### config.mk
export PLATFORM = sky130hd
export DESIGN_NAME = decm_ctrl
export DESIGN_NICKNAME = d
export VERILOG_FILES = /design/src/rtl/decm_pkg.sv /design/src/rtl/decm_array.sv /design/src/rtl/decm_ctrl.sv
export SDC_FILE = /design/constraint.sdc
export NUM_CORES = 1
export LEC_CHECK = 0
export ABC_CLOCK_PERIOD_IN_PS = 3700
export BUFFER_PORTS_ARGS = -buffer_cell sky130_fd_sc_hd__buf_4
export CORE_ASPECT_RATIO = 1.75
export CORE_UTILIZATION = 29
export DETAILED_ROUTE_END_ITERATION = 12
export PLACE_DENSITY = 0.43
export RECOVER_POWER = 100
export SYNTH_ARGS = -nofsm -noshare
export SYNTH_HDL_FRONTEND = slang
export SYNTH_HIERARCHICAL = 1
export SYNTH_SLANG_ARGS = --single-unit
### constraint.sdc
create_clock -name clock -period 3.7 [get_ports clock]
set_clock_uncertainty 0.05 [all_clocks]
set_input_delay 0.74 -clock clock [delete_from_list [all_inputs] [get_ports clock]]
set_output_delay 0.74 -clock clock [all_outputs]
set_load 0.01 [all_outputs]
### src/rtl/decm_pkg.sv
`default_nettype none
// ==========================================
// Shared constants for the data EEPROM access controller
package decm_pkg;
	// Register selects on the core register port
	localparam logic [1:0] SEL_CONTROL = 2'h0;
	localparam logic [1:0] SEL_KEY = 2'h1;
	localparam logic [1:0] SEL_DATA = 2'h2;
	localparam logic [1:0] SEL_ADDRESS = 2'h3;
	// Control register field positions
	localparam int BIT_PROG_SEL = 7;
	localparam int BIT_CFG_SEL = 6;
	localparam int BIT_ROW_ERASE = 4;
	localparam int BIT_ABORT = 3;
	localparam int BIT_WEN = 2;
	localparam int BIT_WSTART = 1;
	localparam int BIT_RSTART = 0;
	// Unlock keys
	localparam logic [7:0] KEY_FIRST = 8'h55;
	localparam logic [7:0] KEY_SECOND = 8'haa;
	// Reset values
	localparam logic [7:0] CONTROL_RESET = 8'h00;
	localparam logic [7:0] BYTE_RESET = 8'h00;
	// Array size
	localparam int ARRAY_BYTES = 128;
	// Timing: clock and power-up hold-off
	localparam int CLOCK_MHZ = 200;
	localparam int POWERUP_MS = 72;
	localparam int POWERUP_CYCLES = POWERUP_MS * 1000 * CLOCK_MHZ;
	// Default self-timed write length in cycles
	localparam int WRITE_CYCLES = 400;
	// Unlock sequence states
	typedef enum logic [2:0] {
		DECM_KEY_IDLE = 3'b001,
		DECM_KEY_ONE = 3'b010,
		DECM_KEY_TWO = 3'b100
	} decm_key_t;
endpackage
`default_nettype wire

### src/rtl/decm_array.sv
`default_nettype none
// ==========================================
// Byte array with registered read data
module decm_array #(
	parameter int DEPTH = 128,
	parameter int AW = 7
) (
	// Clock
	input wire logic clock,
	// Write port
	input wire logic wr_en,
	input wire logic [AW-1:0] wr_addr,
	input wire logic [7:0] wr_data,
	// Read port
	input wire logic rd_en,
	input wire logic [AW-1:0] rd_addr,
	output logic [7:0] rd_data
);
	// Storage
	logic [7:0] mem [DEPTH];

	initial begin
		if (DEPTH > (1 << AW)) $error("decm_array depth exceeds address");
	end

	// Erase-before-write is folded into one store of the new byte
	always_ff @(posedge clock) begin
		if (wr_en) begin
			mem[wr_addr] <= wr_data;
		end
		if (rd_en) begin
			rd_data <= mem[rd_addr];
		end
	end
endmodule
`default_nettype wire

### src/rtl/decm_ctrl.sv
`default_nettype none
module decm_ctrl
	import decm_pkg::*;
#(
	parameter int WRITE_LEN = decm_pkg::WRITE_CYCLES,
	parameter int POWERUP_LEN = decm_pkg::POWERUP_CYCLES
) (
	// Clock and resets
	input wire logic clock,
	input wire logic arst_n,
	input wire logic power_on,
	input wire logic warm_reset,
	// Core register port
	input wire logic [1:0] reg_sel,
	input wire logic reg_wr,
	input wire logic [7:0] reg_wdata,
	output logic [7:0] reg_rdata,
	// Status
	output logic write_done_flag,
	input wire logic write_done_clear,
	output logic write_busy
);
	// ==========================================
	// Declarations
	// Whole state of the controller
	typedef struct packed {
		logic [7:0] address;
		logic [7:0] data;
		logic prog_sel;
		logic cfg_sel;
		logic row_erase;
		logic abort;
		logic wen;
		logic wstart;
		logic rstart;
		logic done;
		decm_key_t key;
		logic [$clog2(WRITE_LEN+1)-1:0] wtimer;
		logic [$clog2(POWERUP_LEN+1)-1:0] ptimer;
		logic read_pending;
	} decm_state_t;

	decm_state_t cur;
	decm_state_t next_cur;
	logic [7:0] array_rdata;
	logic array_wr;
	logic array_rd;
	logic [7:0] control_view;
	logic wr_control;
	logic start_ok;

	initial begin
		if (WRITE_LEN < 1) $error("decm_ctrl write length must be positive");
		if (POWERUP_LEN < 1) $error("decm_ctrl power-up length must be positive");
	end

	// ==========================================
	// Storage array
	decm_array #(.DEPTH(ARRAY_BYTES), .AW(7)) u_array (
		.clock(clock),
		.wr_en(array_wr),
		.wr_addr(cur.address[6:0]),
		.wr_data(cur.data),
		.rd_en(array_rd),
		.rd_addr(cur.address[6:0]),
		.rd_data(array_rdata)
	);

	// Control register as software sees it, bit 5 reads zero
	always_comb begin
		control_view = 8'h00;
		control_view[BIT_PROG_SEL] = cur.prog_sel;
		control_view[BIT_CFG_SEL] = cur.cfg_sel;
		control_view[BIT_ROW_ERASE] = cur.row_erase;
		control_view[BIT_ABORT] = cur.abort;
		control_view[BIT_WEN] = cur.wen;
		control_view[BIT_WSTART] = cur.wstart;
		control_view[BIT_RSTART] = cur.rstart;
	end

	// Read mux; key port reads zero
	always_comb begin
		unique case (reg_sel)
			SEL_CONTROL: reg_rdata = control_view;
			SEL_KEY: reg_rdata = 8'h00;
			SEL_DATA: reg_rdata = cur.data;
			SEL_ADDRESS: reg_rdata = cur.address;
		endcase
	end

	// Write start is accepted only in a clean state
	assign wr_control = reg_wr && (reg_sel == SEL_CONTROL);
	assign start_ok = wr_control && reg_wdata[BIT_WSTART] && cur.wen
		&& (cur.key == DECM_KEY_TWO) && (cur.ptimer == '0)
		&& !cur.prog_sel && !cur.cfg_sel;

	// Array strobes: store at end of cycle, read on start
	assign array_wr = cur.wstart && (cur.wtimer == 1);
	assign array_rd = wr_control && reg_wdata[BIT_RSTART] && !cur.wstart
		&& !cur.prog_sel && !cur.cfg_sel;
	assign write_busy = cur.wstart;
	assign write_done_flag = cur.done;

	// ==========================================
	// Next state
	always_comb begin
		next_cur = cur;
		next_cur.rstart = 1'b0;
		next_cur.read_pending = 1'b0;
		// Power-up timer counts down
		if (cur.ptimer != '0) begin
			next_cur.ptimer = cur.ptimer - 1'b1;
		end
		// Read data lands next cycle and holds
		if (cur.read_pending) begin
			next_cur.data = array_rdata;
		end
		// Unlock sequencing on any register write while no write cycle runs
		if (reg_wr && !cur.wstart) begin
			if (reg_sel == SEL_KEY && reg_wdata == KEY_FIRST) begin
				next_cur.key = DECM_KEY_ONE;
			end else if (reg_sel == SEL_KEY && reg_wdata == KEY_SECOND
				&& cur.key == DECM_KEY_ONE) begin
				next_cur.key = DECM_KEY_TWO;
			end else begin
				next_cur.key = DECM_KEY_IDLE;
			end
		end
		if (cur.wstart) begin
			// Self-timed cycle; registers locked
			next_cur.wtimer = cur.wtimer - 1'b1;
			if (cur.wtimer == 1) begin
				next_cur.wstart = 1'b0;
				next_cur.done = 1'b1;
				next_cur.abort = 1'b0;
				next_cur.row_erase = 1'b0;
			end
		end else if (reg_wr) begin
			unique case (reg_sel)
				SEL_CONTROL: begin
					next_cur.prog_sel = reg_wdata[BIT_PROG_SEL];
					next_cur.cfg_sel = reg_wdata[BIT_CFG_SEL];
					next_cur.row_erase = reg_wdata[BIT_ROW_ERASE];
					next_cur.abort = reg_wdata[BIT_ABORT];
					next_cur.wen = reg_wdata[BIT_WEN];
					if (start_ok) begin
						next_cur.wstart = 1'b1;
						next_cur.wtimer = WRITE_LEN[$bits(cur.wtimer)-1:0];
						next_cur.abort = 1'b1;
					end
					if (array_rd) begin
						next_cur.rstart = 1'b1;
						next_cur.read_pending = 1'b1;
					end
				end
				SEL_DATA: next_cur.data = reg_wdata;
				SEL_ADDRESS: next_cur.address = reg_wdata;
				default: begin
				end
			endcase
		end
		// Software clear loses to a same-cycle completion
		if (write_done_clear && !(cur.wstart && cur.wtimer == 1)) begin
			next_cur.done = 1'b0;
		end
		// Warm reset: abort flagged if a write runs, trace bits kept
		if (warm_reset) begin
			next_cur.abort = cur.wstart ? 1'b1 : cur.abort;
			next_cur.wstart = 1'b0;
			next_cur.rstart = 1'b0;
			next_cur.wen = cur.wen;
			next_cur.key = DECM_KEY_IDLE;
			next_cur.wtimer = '0;
			next_cur.read_pending = 1'b0;
		end
		// Power-on clears gate and rearms timer
		if (power_on) begin
			next_cur.wen = 1'b0;
			next_cur.wstart = 1'b0;
			next_cur.abort = 1'b0;
			next_cur.key = DECM_KEY_IDLE;
			next_cur.wtimer = '0;
			next_cur.ptimer = POWERUP_LEN[$bits(cur.ptimer)-1:0];
		end
	end

	// ==========================================
	// State register
	always_ff @(posedge clock or negedge arst_n) begin
		if (!arst_n) begin
			cur <= '0;
			cur.key <= DECM_KEY_IDLE;
			cur.ptimer <= POWERUP_LEN[$bits(cur.ptimer)-1:0];
		end else begin
			cur <= next_cur;
		end
	end

	// ==========================================
	// Checks
	AST_DONE_AFTER_WRITE: assert property (@(posedge clock) disable iff (!arst_n)
		cur.wstart && cur.wtimer == 1 && !warm_reset && !power_on
		|=> cur.done && !cur.wstart) else $error("done not set at write end");
	AST_START_NEEDS_KEYS: assert property (@(posedge clock) disable iff (!arst_n)
		$rose(cur.wstart) |-> $past(cur.key) == DECM_KEY_TWO)
		else $error("write started without keys");
	AST_START_NEEDS_GATE: assert property (@(posedge clock) disable iff (!arst_n)
		$rose(cur.wstart) |-> $past(cur.wen)) else $error("write started without gate");
	AST_POWERUP_BLOCK: assert property (@(posedge clock) disable iff (!arst_n)
		cur.ptimer != '0 |=> !$rose(cur.wstart)) else $error("write during power-up");
	AST_READ_ONE_CYCLE: assert property (@(posedge clock) disable iff (!arst_n)
		cur.rstart |=> !cur.rstart) else $error("read start held");
	AST_READ_DATA: assert property (@(posedge clock) disable iff (!arst_n)
		cur.read_pending && !power_on |=> cur.data == $past(array_rdata))
		else $error("read data not loaded");
	AST_LOCKED: assert property (@(posedge clock) disable iff (!arst_n)
		cur.wstart && !warm_reset && !power_on |=> $stable(cur.address) && $stable(cur.data))
		else $error("registers changed during write");
	AST_ABORT_TRACE: assert property (@(posedge clock) disable iff (!arst_n)
		cur.wstart && warm_reset && !power_on |=> cur.abort && $stable(cur.prog_sel))
		else $error("abort not recorded");
	AST_KEY_ZERO: assert property (@(posedge clock) disable iff (!arst_n)
		reg_sel == SEL_KEY |-> reg_rdata == 8'h00) else $error("key port read nonzero");
	COV_WRITE: cover property (@(posedge clock) disable iff (!arst_n) $fell(cur.wstart));
	COV_READ: cover property (@(posedge clock) disable iff (!arst_n) cur.rstart);
	COV_ABORT: cover property (@(posedge clock) disable iff (!arst_n) cur.wstart && warm_reset);
endmodule
`default_nettype wire

Word-level counts from Yosys, hierarchy flattened
Memories as Yosys holds them, arrays and structs flattened. A register that Yosys moved wholly into a read port is not among the register bits.
Index checks and enable logic that the tools add are counted.

cells by class
  add/subtract/negate cells = 2
  bitwise operators = 1
  equal/unequal tests = 13
  muxes and demuxes = 37
  reduce and logical (&&, ||, !) cells = 44

operators by type and width
  kind                     count
  $mux W36                 1
  $mux W9                  4
  $pmux W8 S4              1
  $logic_not A24 Y1        1
  $mux W24                 1
  $reduce_bool A24 Y1      1
  $sub A24 B1 Y24 const B  1
  $logic_and A1 B1 Y1      17
  $mux W1                  17
  $mux W8                  2
  $mux W15                 1
  $reduce_bool A2 Y1       7
  $mux W12                 1
  $mux W3                  4
  $reduce_and A3 Y1        4
  $reduce_bool A4 Y1       3
  $mux W10                 1
  $eq A9 B1 Y1 const B     1
  $reduce_bool A3 Y1       3
  $sub A9 B1 Y9 const B    1
  $eq A8 B7 Y1 const B     1
  $eq A8 B8 Y1 const B     1
  $reduce_and A4 Y1        2
  $mux W7                  1
  14 further kinds         20

word-level totals
  register bits after elaboration = 61
  output and inout bits = 10
  memories kept = 1
  input bits = 16
  word-level logic and storage cells = 112
  memory bits (writable) = 1024

memory list
  name         words  width  read ports  clocked after Yosys merged registers in  write ports  line              RTL
  u_array.mem  128    8      1           1                                        1            decm_array.sv:20  logic [7:0] mem [DEPTH];

Depth between registers and ports, before layout
  depth in word-level cells = 14
  gate-level depth with buffers = 10
  depth with buffers taken out = 8

Cells and area by module
The synthesis kept the hierarchy.

modules (own cells, without submodules)
  module      area an instance (sq um)  sequential area each (sq um)  times used  cells each
  decm_array  39745.6                   30989.7                       1           1635
  decm_ctrl   3263.1                    1516.5                        1           324

Worst setup path before layout
No wires, ideal clock.

  path kind = register to output
  start = register cur[45] (netlist name)
  end = output reg_rdata[0]
  arrival = 2.301 ns
  cell stages (with the launch flop) = 3
  required time = 2.910 ns
  slack = 0.609 ns
  buffers on the path = 0
  path through = dfrtp_1 -> mux2_2 -> a22o_1

between the ends
  cells in the longest elaborated chain, start to end = 1

ends and longest elaborated chain
  item                      line              RTL
  start: declaration        decm_ctrl.sv:43   decm_state_t cur;
  start signal: assignment  decm_ctrl.sv:195  cur <= next_cur;
  $pmux W8 S4               decm_ctrl.sv:83   unique case (reg_sel)
  end: declaration          decm_ctrl.sv:17   output logic [7:0] reg_rdata,

No other way between the ends.

==> out/results.ini <==
[synthesis]
synthCells = 1959
synth_commonest_cells = 1032 x edfxtp_1, 336 x mux4_2, 151 x nor2_1
synth.top_cells.by_area = edfxtp_1 72%, mux4_2 18%, dfrtp_1 2.8%, nor2_1 1.3%, dfstp_2 0.73%
syn-num-nets = 1979
yosys.area.top_type_share_pct = 72.1
netlist_area_sq_mm = 0.0430
yosysTopAreaCell = edfxtp_1
synth_enable_flop_cells = 1032
synth.most_common_cell = edfxtp_1
yosys.cell_types.count = 60
syn_avg_cell_area_sq_um = 22.0
ys_ff_latch = 1092
ys_seq_area_share_pct = 75.6
synth_flop_cell = edfxtp_1
ys_warn_count = 6
synthArstFlopShare_pct = 5.49

[final_layout]
final_nets = 2239
fill_cells = 13900
fin_area_sq_mm = 0.0501
area_delta_synth_final_pct = 16.6
multiInputGateArea_sq_mm = 0.00999
ff_latch_area_sq_mm = 0.0325
drive_gt1_share_pct = 31.8

[placement]
io_buffers = 25
placedInstanceArea_sq_mm = 0.0472
place_ws_ns = 0.295
gp_congestion = 0.770
place_hpwl_mm = 75.4

[routing]
vias = 20700
ant_nets = 0
routed_wl_mm = 117
drt_iter0_markers = 1439
wire_per_inst_um = 27.2
drc_errors = 0
vias_per_cell = 4.83
drtPass1Iterations = 5

[floorplan]
core_sq_mm = 0.147
row_count = 186
io-pin-count = 26
dieHeight_um = 511
die_x_um = 293
die_area_sq_mm = 0.150
start_util_pct = 29.2

[global_route]
use_met2_pct = 29.7
grt_use_met1_pct = 18.3
grt_max_degree = 105
grt_overflow = 0
gr-max-usage-layer = met2
antenna_found_initial = 4
grt_pass1_vias = 22400
track_usage_pct = 15.7
grt_pass1_wl_mm = 168
grtUsageMet3_pct = 1.96

[clock_network]
cts_buffers = 102
cts_max_level = 3
clockRootBuffer = clkbuf_16
post_cts_resize_count = 0
cts_tree = built
clk_latency_ns = 0.71
clock_path_buffers = 3
holdBufCountCts = 0
clock-sinks = 1092
postCtsSetupBuffers = 0
clk_pin_slew_worst_paths_ns = 0.07

[setup_path]
worstPathArrival_ns = 3.87
cp.required_ns = 4.11
critPathCaptureType = flip-flop
cp-start-kind = flip-flop
critPathMaxFanout = 55
path_class = reg2reg

[timing]
final.setup.worst_slack_ns = 0.235
tightestPinTransition_ns = 1.88
final_max_slew_viol_count = 460
slew_headroom_pct = -25.3
finalHoldViolations = 0
fmax_ghz = 0.289
grt_setup_unrepaired = false
fin_crit_sh_pct = 93.7
fin_crit_ns = 3.47
setup_viol_count_final = 0
setup_tns_ns = 0

[power_and_ir_drop]
p_per_area_mw_per_mm2 = 592
leakagePower_uw = 0.0156
ir_drop_v = 0.000406
power_uw = 29700

[status]
violations = max-capacitance violations, max-slew violations
status = complete, but fails checks

[worst_hold_path]
hold_class = in2reg

[run]
drv_cap = 7

[final timing paths]
check	start	to	slack, ns	cells past startpoint
max in group asynchronous	arst_n	cur[55]	2.06	1
min reg2reg	write_done_flag	write_done_flag	0.48	2
max	cur[53]	u_array/rd_data[1]	0.23	5
min in group asynchronous	arst_n	control_view[7]	0.36	1
max reg2reg	cur[53]	u_array/rd_data[1]	0.23	5
min	write_done_clear	write_done_flag	0.16	2
[cell usage in the layout (no fill, tap or decap), types with 13 or more instances in the layout]
| cell | synthesis | routed |
|---|---|---|
| edfxtp_1 | 1032 | 1032 |
| mux4_2 | 336 | 336 |
| nor2_1 | 151 | 151 |
| clkbuf_16 | 0 | 104 |
| buf_4 | 11 | 90 |
| clkbuf_2 | 0 | 86 |
| clkbuf_1 | 58 | 82 |
| nand2_1 | 45 | 45 |
| dfrtp_1 | 48 | 39 |
| clkinv_2 | 0 | 24 |
| mux2_2 | 25 | 23 |
| nand3_1 | 22 | 22 |
| clkinv_1 | 0 | 22 |
| buf_12 | 0 | 17 |
| o21ai_0 | 15 | 15 |
| nor3_1 | 15 | 15 |
| bufinv_16 | 0 | 13 |
[flip-flops by register name, summed over array words and instances (netlist names)]
signal	flops
write_done_flag	1
u_array/rd_data	8
cur	53
control_view	5
write_busy	1
u_array/mem	1024
[metrics by stage]
stage	hold WS, ns	utilization [%]	std cells
global placement	0.439	32.1	4089
global route	0.137	34.1	4281
detailed placement	0.460	32.1	4089
finish	0.161	34.1	4281
CTS	0.0689	34.4	4280
floorplan	0.394	-	1959
[critical path: stages (launching register included)]
cell	delay, ns
dfrtp_1	0.59
buf_12	0.43
mux4_2	0.60
mux4_2	0.56
mux4_2	0.59
mux2_2	0.31
[kinds of logic after synthesis]
group           count (synthesis)  synth area share [%]
xor+xnor                       23                 0.468
mux                           372                  18.5
flops                        1092                  75.6
buf+inv                       113                  1.15
compound gates                 57                 0.937
simple gates                  298                  3.25
fa+ha+maj                       4                 0.116
[power by group]
part | leakage (uW) | switching (uW) | internal (uW)
combinational | 0.00385 | 2400 | 1880
clock | 0.00166 | 4700 | 6090
sequential | 0.0101 | 436 | 14200
total | 0.0156 | 7540 | 22200
[per-layer routing]
metal	vias up	share of wire (%)
met5	-	0
met4	0	2.6
met3	134	3.1
met2	393	56
met1	11400	38
li1	8728	-
[area by class of cell]
type                       instances  share of cell area (%)
antenna                            1                 0.00499
multi-input combinational        754                    19.9
timing repair buffer             261                    3.40
inverter                           8                  0.0599
clock inverter                    71                    1.46
sequential                      1092                    64.9
tap                             1974                    4.93
clock buffer                     120                    5.33
No activity file was read; power rests on OpenSTA's default activity.
